$ cat src/hdl/host_port_pkg.sv
package host_port_pkg;
  // Mode select pin codes
  localparam logic [2:0] MODE_CLOCKED = 3'h0;
  localparam logic [2:0] MODE_EXT_CLOCKED = 3'h1;
  localparam logic [2:0] MODE_NON_CLOCKED = 3'h2;
  localparam logic [2:0] MODE_TWO_WIRE = 3'h3;
  localparam int MODE_TEST_BIT = 2;
  localparam int ADDR_HI_W = 7;
  localparam int ADDR_LO_W = 8;
  localparam int DATA_W = 8;
  localparam int SRC_W = 8;
  // Primary clock and serial MII rate, for reference by the bench
  localparam int CLK_PERIOD_NS = 8;
  localparam int SERIAL_MHZ = 10;
  localparam logic [SRC_W-1:0] MASK_RESET = 8'h00;
  localparam logic [SRC_W-1:0] STATUS_RESET = 8'h00;
  localparam logic [DATA_W-1:0] DATA_RESET = 8'h00;
  // Sync chain: three flops, change taken when last two agree
  localparam int SYNC_LEN = 3;
  typedef enum logic [1:0] {
    BUS_CLOCKED,
    BUS_EXT_CLOCKED,
    BUS_NON_CLOCKED,
    BUS_TWO_WIRE
  } bus_kind_t;
endpackage : host_port_pkg

$ cat src/hdl/host_port_and_strap_control.sv
`timescale 1ns/1ps
// What this block does
// RL1 - Upper pins: address high or two-wire address
// RL2 - Interrupt output low on pending events
// RL3 - Status write clears pending, deasserts interrupt
// RL4 - Mask register gates each interrupt source
// RL5 - Host drives active-low select and strobes
// RL6 - High reset restores every register default
// RL7 - Straps resampled anew after each reset
// RL8 - Primary clock runs all internal logic
// RL9 - External clocked mode times bus by aux
// RL10 - Aux host clock may exceed 25MHz
// RL11 - Link high means line disconnected
// RL12 - Serial strap low selects 10MHz serial MII
// RL13 - Floating serial strap gives nibble MII
// RL14 - Duplex strap: 0 full, 1 half
// RL15 - Mode pins choose host interface type
// RL16 - Data driven only when select and read low
// RL17 - Asynchronous straps and link synchronised first
module host_port_and_strap_control
  import host_port_pkg::*;
(
  input wire logic clk, // Primary clock
  input wire logic rst_b, // Sync reset, active low
  input wire logic [ADDR_HI_W-1:0] addrHigh, // Upper address pins
  input wire logic [ADDR_LO_W-1:0] addrLow, // Lower address pins
  input wire logic [DATA_W-1:0] dataIn, // Data bus input
  output logic [DATA_W-1:0] dataOut, // Data bus output
  output logic dataOe, // Data bus drive enable
  input wire logic chipSelect_n, // Chip select
  input wire logic writeStrobe_n, // Write strobe
  input wire logic readStrobe_n, // Read strobe
  input wire logic auxHostClock, // Aux host clock pin
  input wire logic [2:0] modeSelect, // Mode select pins
  input wire logic link_n, // PHY link status
  input wire logic serialSelect_n, // Serial strap
  input wire logic duplexSelect_n, // Duplex strap
  input wire logic [SRC_W-1:0] srcEvent, // Rx/tx event pulses
  input wire logic statusWrite, // Status register write
  input wire logic [SRC_W-1:0] statusClear, // Bits to clear
  input wire logic maskWrite, // Mask register write
  input wire logic [SRC_W-1:0] maskData, // New mask, 1 enables
  input wire logic [DATA_W-1:0] readData, // Core read data
  output logic interrupt_n, // Interrupt, active low
  output logic [SRC_W-1:0] interruptStatus, // Pending sources
  output logic [SRC_W-1:0] interruptMask, // Mask register
  output logic [ADDR_HI_W+ADDR_LO_W-1:0] busAddr, // Full address
  output logic [ADDR_HI_W-1:0] twoWireDeviceAddress, // Device addr
  output logic busWrite, // Write pulse toward core
  output logic busRead, // Read pulse toward core
  output logic [DATA_W-1:0] writeData, // Captured write data
  output bus_kind_t busKind, // Host interface type
  output logic testMode, // Factory test mode
  output logic lineDown, // Line disconnected
  output logic serialMii, // Serial MII at 10 MHz
  output logic halfDuplex // Half duplex
);

  ////////////////////////////////////////////////////////////////////////
  // Three-flop synchronisers; first stage feeds only the second [RL17]
  // Reset is taken as a level on rst_b; the RESET pin inversion is
  // done outside so the whole block shares one reset [RL6] [RL8]
  localparam int NSYNC = 9;
  // Bit positions inside the synchroniser word
  localparam int SY_AUX = 8;
  localparam int SY_CS = 7;
  localparam int SY_WR = 6;
  localparam int SY_RD = 5;
  localparam int SY_MODE_HI = 4;
  localparam int SY_MODE_LO = 2;
  localparam int SY_SERIAL = 1;
  localparam int SY_DUPLEX = 0;
  logic [NSYNC-1:0] syncIn;
  logic [NSYNC-1:0] syncA;
  logic [NSYNC-1:0] syncB;
  logic [NSYNC-1:0] syncC;
  logic [NSYNC-1:0] stable;
  logic [NSYNC-1:0] agreed;

  assign syncIn = {auxHostClock, chipSelect_n, writeStrobe_n,
    readStrobe_n, modeSelect, serialSelect_n, duplexSelect_n};

  always_ff @(posedge clk)
  begin
    syncA <= syncIn; // [RL17]
    syncB <= syncA;
    syncC <= syncB;
  end

  assign agreed = ~(syncB ^ syncC);

  // Not reset: straps must flow through while reset is held, or the
  // capture below would only ever see a fixed pattern [RL7]
  always_ff @(posedge clk)
  begin
    stable <= (agreed & syncB) | (~agreed & stable); // [RL17]
  end

  logic auxSync;
  logic csSync_n;
  logic wrSync_n;
  logic rdSync_n;
  logic [2:0] modeSync;
  logic serialSync_n;
  logic duplexSync_n;
  assign auxSync = stable[SY_AUX];
  assign csSync_n = stable[SY_CS];
  assign wrSync_n = stable[SY_WR];
  assign rdSync_n = stable[SY_RD];
  assign modeSync = stable[SY_MODE_HI:SY_MODE_LO];
  assign serialSync_n = stable[SY_SERIAL];
  assign duplexSync_n = stable[SY_DUPLEX];

  logic linkA;
  logic linkB;
  logic linkC;
  always_ff @(posedge clk)
  begin
    linkA <= link_n; // [RL17]
    linkB <= linkA;
    linkC <= linkB;
  end

  ////////////////////////////////////////////////////////////////////////
  // Straps: captured while reset is held, frozen afterwards [RL7]
  logic [2:0] modeStrap;
  logic serialStrap_n;
  logic duplexStrap_n;

  always_ff @(posedge clk)
  begin
    if (!rst_b)
    begin
      modeStrap <= modeSync; // [RL7]
      serialStrap_n <= serialSync_n;
      duplexStrap_n <= duplexSync_n;
    end
  end

  always_ff @(posedge clk)
  begin
    if (!rst_b)
    begin
      busKind <= BUS_CLOCKED;
      testMode <= 1'b0;
      serialMii <= 1'b0;
      halfDuplex <= 1'b1;
    end
    else
    begin
      testMode <= modeStrap[MODE_TEST_BIT]; // [RL15]
      unique case (modeStrap[1:0])
        MODE_CLOCKED[1:0]: busKind <= BUS_CLOCKED;
        MODE_EXT_CLOCKED[1:0]: busKind <= BUS_EXT_CLOCKED; // [RL15]
        MODE_NON_CLOCKED[1:0]: busKind <= BUS_NON_CLOCKED;
        MODE_TWO_WIRE[1:0]: busKind <= BUS_TWO_WIRE;
      endcase
      // Pull-up keeps an open strap high: nibble mode [RL12] [RL13]
      serialMii <= ~serialStrap_n;
      halfDuplex <= duplexStrap_n; // [RL14]
    end
  end

  always_ff @(posedge clk)
  begin
    if (!rst_b)
      lineDown <= 1'b1;
    else if (linkB == linkC)
      lineDown <= linkB; // [RL11]
  end

  ////////////////////////////////////////////////////////////////////////
  // Bus strobes; in external clocked mode a write or read is taken
  // on the aux clock's rising edge, so access time follows its rate.
  // Aux faster than clk/4 cannot be seen; the limit of this scheme.
  logic auxPrev;
  logic auxRise;
  logic wrActive;
  logic wrTake;
  logic rdTake;
  logic rdActive;
  logic wrPrev;
  logic rdPrev;
  logic parallelMode;
  logic sample;

  assign parallelMode = (busKind != BUS_TWO_WIRE) && !testMode;
  // One access per strobe fall; the gate carries mode and aux timing
  function automatic logic take_edge(input logic active, input logic prev,
    input logic gate);
    return gate && active && !prev;
  endfunction : take_edge

  assign auxRise = auxSync && !auxPrev;
  assign sample = (busKind == BUS_EXT_CLOCKED) ? auxRise : 1'b1; // [RL9]
  assign wrActive = !csSync_n && !wrSync_n; // [RL5]
  assign rdActive = !csSync_n && !rdSync_n;
  assign wrTake = take_edge(wrActive, wrPrev, parallelMode && sample);
  assign rdTake = take_edge(rdActive, rdPrev, parallelMode && sample);

  always_ff @(posedge clk)
  begin
    if (!rst_b)
    begin
      auxPrev <= 1'b0;
      wrPrev <= 1'b0;
      rdPrev <= 1'b0;
    end
    else
    begin
      auxPrev <= auxSync;
      if (sample)
      begin
        wrPrev <= wrActive;
        rdPrev <= rdActive;
      end
    end
  end

  always_ff @(posedge clk)
  begin
    if (!rst_b)
    begin
      busWrite <= 1'b0;
      busRead <= 1'b0;
      writeData <= DATA_RESET;
      busAddr <= '0;
    end
    else
    begin
      busWrite <= wrTake;
      busRead <= rdTake;
      if (wrTake)
        writeData <= dataIn;
      // Address follows the pins while selected, so it stands with
      // the strobe pulse that the core sees
      if (parallelMode && !csSync_n)
        busAddr <= {addrHigh, addrLow}; // [RL1]
    end
  end

  always_ff @(posedge clk)
  begin
    if (!rst_b)
      twoWireDeviceAddress <= '0;
    else if (busKind == BUS_TWO_WIRE)
      twoWireDeviceAddress <= addrHigh; // [RL1]
  end

  ////////////////////////////////////////////////////////////////////////
  // Read data drive only during a select-and-read cycle
  always_ff @(posedge clk)
  begin
    if (!rst_b)
      dataOut <= DATA_RESET;
    else if (rdActive)
      dataOut <= readData;
  end

  assign dataOe = parallelMode && !chipSelect_n && !readStrobe_n; // [RL16]

  ////////////////////////////////////////////////////////////////////////
  // Interrupts: set beats clear in the same cycle
  always_ff @(posedge clk)
  begin
    if (!rst_b)
      interruptMask <= MASK_RESET; // [RL6]
    else if (maskWrite)
      interruptMask <= maskData; // [RL4]
  end

  logic [SRC_W-1:0] next_interruptStatus;

  always_comb
  begin
    next_interruptStatus = interruptStatus;
    if (statusWrite)
      next_interruptStatus = interruptStatus & ~statusClear; // [RL3]
    // Events OR-ed in last so a set beats a same-cycle clear
    next_interruptStatus = next_interruptStatus | srcEvent; // [RL2]
  end

  always_ff @(posedge clk)
  begin
    if (!rst_b)
      interruptStatus <= STATUS_RESET; // [RL6]
    else
      interruptStatus <= next_interruptStatus;
  end

  always_ff @(posedge clk)
  begin
    if (!rst_b)
      interrupt_n <= 1'b1;
    else
      interrupt_n <= ~|(interruptStatus & interruptMask); // [RL2] [RL4]
  end

endmodule : host_port_and_strap_control

$ cat config.mk
export PLATFORM = sky130hd
export DESIGN_NAME = host_port_and_strap_control
export DESIGN_NICKNAME = d
export VERILOG_FILES = /design/src/hdl/host_port_pkg.sv /design/src/hdl/host_port_and_strap_control.sv
export SDC_FILE = /design/constraint.sdc
export NUM_CORES = 1
export LEC_CHECK = 0
export CAP_MARGIN = 20
export CORE_AREA = 2 2 124 126
export DETAILED_ROUTE_END_ITERATION = 7
export DIE_AREA = 0 0 126 128
export DONT_BUFFER_PORTS = 1
export SETUP_SLACK_MARGIN = 0.02
export SYNTH_ARGS = -nofsm -noshare
export SYNTH_HDL_FRONTEND = slang
export SYNTH_SLANG_ARGS = --single-unit
$ cat constraint.sdc
create_clock -name clk -period 5.01 [get_ports clk]
set_input_delay 0.501 -clock clk [delete_from_list [all_inputs] [get_ports clk]]
set_output_delay 0.501 -clock clk [all_outputs]
set_load 0.01 [all_outputs]
**Word-level counts from Yosys, hierarchy flattened**

Index checks and enable logic that the tools add are counted.

- Input port bits: 69
- Bits in registers: 110
- Output and inout bits: 64

- Multiplexer cells: 3
- Bitwise gates (word level): 11
- Eq/ne operators: 7
- Reduce and logical (&&, ||, !) cells: 24

Operators by type and width:

| operator | count |
|---|---|
| 9-bit AND | 2 |
| 9-bit inverter | 2 |
| 8-bit AND | 2 |
| 1-bit logical AND | 12 |
| 1-bit zero test | 10 |
| 9-bit OR | 1 |
| 9-bit XOR | 1 |
| 8-bit two-way mux | 1 |
| 8-bit inverter | 1 |
| 8-bit OR | 1 |
| 2-bit case mux with 4 select lines | 1 |
| 8-bit OR reduction | 1 |
| 2-bit equality test (second input constant) | 3 |
| 2-bit by 1-bit equality test with 1-bit output (second input constant) | 2 |
| 2-bit zero test | 1 |
| 2-bit inequality test (second input constant) | 1 |
| 1-bit equality test | 1 |
| 1-bit two-way mux | 1 |
| 1-bit inverter | 1 |

**Depth between registers and ports, before layout**

- Word-level depth: 6
- Gate-level depth with buffers: 5

**Least setup slack after synthesis**

Ideal clock, no wire load.

- Path kind: register to register
- Start: register busKind[0]
- End: register writeData[0]
- Setup slack: 3.385 ns
- Data required time: 4.938 ns
- Arrival time: 1.553 ns
- Path buffers: 0
- Stages on the path, launching flop included: 4
- Setup time: 0.072 ns
- Path through: dfxtp_1 -> a211o_1 -> a2111oi_4 -> mux2i_1

- Cells in the longest elaborated chain, start to end: 5
- Elaborated cells on any way between the ends: 7
- Those cells by class: eq/ne (2); mux (1); reduce/logical (4)

Ends and longest elaborated chain:

| item | RTL line | source |
|---|---|---|
| from (decl) | host_port_and_strap_control.sv:52 | `output bus_kind_t busKind,` |
| from (signal assigned) | host_port_and_strap_control.sv:144 | `busKind <= BUS_CLOCKED;` |
| from (signal assigned) | host_port_and_strap_control.sv:153 | `MODE_CLOCKED[1:0]: busKind <= BUS_CLOCKED;` |
| from (signal assigned) | host_port_and_strap_control.sv:154 | `MODE_EXT_CLOCKED[1:0]: busKind <= BUS_EXT_CLOCKED;` |
| 2-bit by 1-bit equality test with 1-bit output or 2-bit inequality test (tied branches) | host_port_and_strap_control.sv:195, host_port_and_strap_control.sv:187 |  |
| 1-bit two-way mux or 1-bit logical AND (tied branches) | host_port_and_strap_control.sv:195, host_port_and_strap_control.sv:187 |  |
| 1-bit logical AND * | host_port_and_strap_control.sv:198 | `assign wrTake = take_edge(wrActive, wrPrev, parallelMode && sample);` |
| 1-bit logical AND * (2 in series) | host_port_and_strap_control.sv:191 | `return gate && active && !prev;` |
| to (signal assigned) | host_port_and_strap_control.sv:234 | `writeData <= dataIn;` |
| to (decl) | host_port_and_strap_control.sv:51 | `output logic [DATA_W-1:0] writeData,` |

Mark *: on every way between the ends. The rest lies on a longest branch, timed or not.
A chain may end at the register's enable or synchronous reset.

**Worst setup path after layout**

- Start: register busKind[1]
- End: output dataOe

- Cells in the longest elaborated chain, start to end: 4

Ends and longest elaborated chain:

| item | RTL line | source |
|---|---|---|
| 2-bit inequality test | host_port_and_strap_control.sv:187 | `assign parallelMode = (busKind != BUS_TWO_WIRE) && !testMode;` |
| 1-bit logical AND | host_port_and_strap_control.sv:187 |  |
| 1-bit logical AND (2 in series) | host_port_and_strap_control.sv:260 | `assign dataOe = parallelMode && !chipSelect_n && !readStrobe_n;` |
| to (decl) | host_port_and_strap_control.sv:29 | `output logic dataOe,` |

Every way passes these cells.

==> flow_summary.json <==
{
  "status": "complete, no violations",
  "clock_latency_ns": 0.35,
  "cellPowerDensity_mw_per_mm2": 477,
  "multi_input_area_mm2": 0.00106,
  "num_io_pins": 133,
  "rsz0062_at_grt": "no",
  "slew_viol_final": 0,
  "dr.pass1.iters": 4,
  "cts_hold_buffers": 0,
  "cts.sinks": 110,
  "fin_cells": 516,
  "first_global_vias": 2202,
  "port_buffers": 0,
  "num_rows": 45,
  "setup_violations": 0,
  "post-route-min-period_ns": 2.14,
  "chipHeight_um": 128,
  "die_x_um": 126,
  "worst_pin_slew_ns": 1.04,
  "clock_skew_ns": 0.00653,
  "track_usage_pct": 9.39,
  "cp-end-kind": "output pin",
  "layout.area.seq_mm2": 0.00234,
  "post_cts_resize_count": 0,
  "grt_overflow": 0,
  "timing_worst_setup_path_type": "reg -> out",
  "cts_tree": "built",
  "die_area_mm2": 0.0161,
  "antenna_cells": 0,
  "fill_cells": 1565,
  "wl_um": 7460,
  "start_kind": "register",
  "timing_hold_violations_final": 0,
  "grt_pass1_wl_um": 11500,
  "viasPerCell": 4.22,
  "ys_types": 23,
  "dpl.cell_count": 500,
  "syn_area_mm2": 0.00346,
  "wl_per_cell_um": 14.5,
  "post-route-period-util_pct": 42.8,
  "worstPathRequired_ns": 4.51,
  "synth_cells": 326,
  "drtIter0Drc": 88,
  "maxCapViolations": 0,
  "setup-tns-final_ns": 0,
  "critPathTopFamily": "flip-flops",
  "start_util_pct": 23.3,
  "avgSynthCellArea_um2": 10.6,
  "place_ws_ns": 3.02,
  "synth-xor-area-share_pct": 2.28,
  "fmax_mhz": 466,
  "yosysWarnings": 0,
  "area_delta_synth_final_pct": 15.8,
  "synth_compound_area_share_pct": 9.26,
  "ir_worst_vdd_mv": 0.180,
  "antenna_found_initial": 0,
  "cts_root_buffer": "clkbuf_16",
  "layout-drive-gt1-share_pct": 6.10,
  "postPlaceCellArea_mm2": 0.00365,
  "p_leak_nw": 1.46,
  "hold_path.class": "in -> reg",
  "yosys.area_share.simple_pct": 14.4,
  "slowest_stage": "dfxtp_1",
  "synth_fa_ha_area_share_pct": 0,
  "drc": 0,
  "num_vias": 2176,
  "crit_path_cell_trace": "nand2_1 > nand2b_1 > nor3_1",
  "worst_slack_ns": 2.87,
  "design_area_mm2": 0.00401,
  "gp_congestion": 0.681,
  "cts_buffers": 9,
  "arrival_ns": 1.64,
  "drtAntennaViolNets": 0,
  "clk_pin_slew_ns": 0.07,
  "synth_top_family_by_area": "simple AND/OR/NAND/NOR gates",
  "synth.area.mux_share_pct": 4.63,
  "critPathMaxFanout": 14,
  "hpwl_um": 5530,
  "grt_max_degree": 57,
  "maxSlewHeadroom_pct": 30.6,
  "critPathBufInv": 0,
  "ys_seq_area_share_pct": 67.7,
  "synth_nets": 395,
  "cts.htree.levels": 3,
  "post_cts_buffers": 0,
  "ys_ff_latch": 110,
  "clockBufferDepth": 2,
  "crit_path_max_incr_delay_ns": 0.67,
  "core_area_mm2": 0.0149,
  "nets": 392
}
## kinds of logic after synthesis
logic type             Yosys count
multiplexers                    16
XOR/XNOR                         9
buffers and inverters           16
flip-flops                     110
AO/OA/AOI/OAI                   54
AND/OR/NAND/NOR                121
## layout make-up
class                   instances  share of cell area, %
repair buffers                  1                  0.187
inverters                       1                 0.0937
clock buffers                  10                   5.97
flip-flops and latches        110                   58.5
well taps                     188                   5.87
clock inverters                 6                   2.87
multi-input cells             200                   26.5
## report_power, final
part           internal (mW)  switching (mW)
Clock                  0.507           0.325
Sequential             0.947          0.0509
Combinational         0.0341          0.0455
Total                   1.49           0.422
## final timing paths
kind	start	endpoint	slack, ns	cells after the start
setup reg to reg	busKind[0]	writeData[1]	3.03	3
hold / removal	serialSelect_n	syncA[1]	0.17	0
setup / recovery	busKind[1]	dataOe	2.87	3
hold reg to reg	linkA	linkB	0.32	0
## layer usage
layer	share of wire, %	track usage (%)	routed length (um)	up-vias
li1	-	-	-	1079
met5	0	0	0	-
met2	48	14.6	3610	70
met1	41	11.0	3050	1012
met3	8.6	4.42	642	15
met4	2.2	4.40	162	0
## synthesized netlist by cell type
library cell | count | area share (%)
edfxtp_1 | 14 | 12
o21ai_0 | 3 | 0.43
or3_1 | 1 | 0.18
a211oi_1 | 2 | 0.43
buf_1 | 1 | 0.11
a41o_1 | 1 | 0.29
nor2_1 | 20 | 2.2
a2111oi_4 | 1 | 0.80
mux2i_1 | 16 | 4.6
nand2b_1 | 4 | 0.72
nand2_1 | 78 | 8.5
a22oi_1 | 4 | 0.87
xnor2_1 | 9 | 2.3
and2_1 | 4 | 0.72
or2_2 | 1 | 0.18
nor2b_1 | 2 | 0.36
a21oi_1 | 41 | 5.9
dfxtp_1 | 96 | 56
nor3_1 | 2 | 0.29
a211o_1 | 2 | 0.51
nand3_1 | 9 | 1.3
clkbuf_1 | 14 | 1.5
clkinv_1 | 1 | 0.11
## sequential cells by signal, summed over array words and instances, names as in the netlist, 2 cells and up, named ones only
signal and flops:
busAddr 15, busKind 2, dataOut 8, interruptMask 8, interruptStatus 8, modeStrap 3, syncA 9, syncB 9
syncC 9, twoWireDeviceAddress 7, writeData 8
## cell usage in the layout, fill, tap and decap left out, types with 3 or more instances in the layout
cell type | Yosys | layout
nor2_1 | 20 | 20
edfxtp_1 | 14 | 14
and2_1 | 4 | 4
clkbuf_16 | 0 | 9
xnor2_1 | 9 | 9
dfxtp_1 | 96 | 96
a22oi_1 | 4 | 4
mux2i_1 | 16 | 16
nand3_1 | 9 | 9
a21oi_1 | 41 | 41
nand2_1 | 78 | 78
bufinv_16 | 0 | 3
nand2b_1 | 4 | 4
o21ai_0 | 3 | 3
## per-stage QoR
stage	hold slack [ns]	power, mW	util, %
4_1_cts	0.154	1.94	26.9
3_3_place_gp	0.311	1.09	24.6
5_1_grt	0.150	1.99	26.9
2_1_floorplan	0.310	1.08	-
6_report	0.174	1.91	26.9
3_5_place_dp	0.312	1.10	24.6
Power figures use the tool's default switching activity.
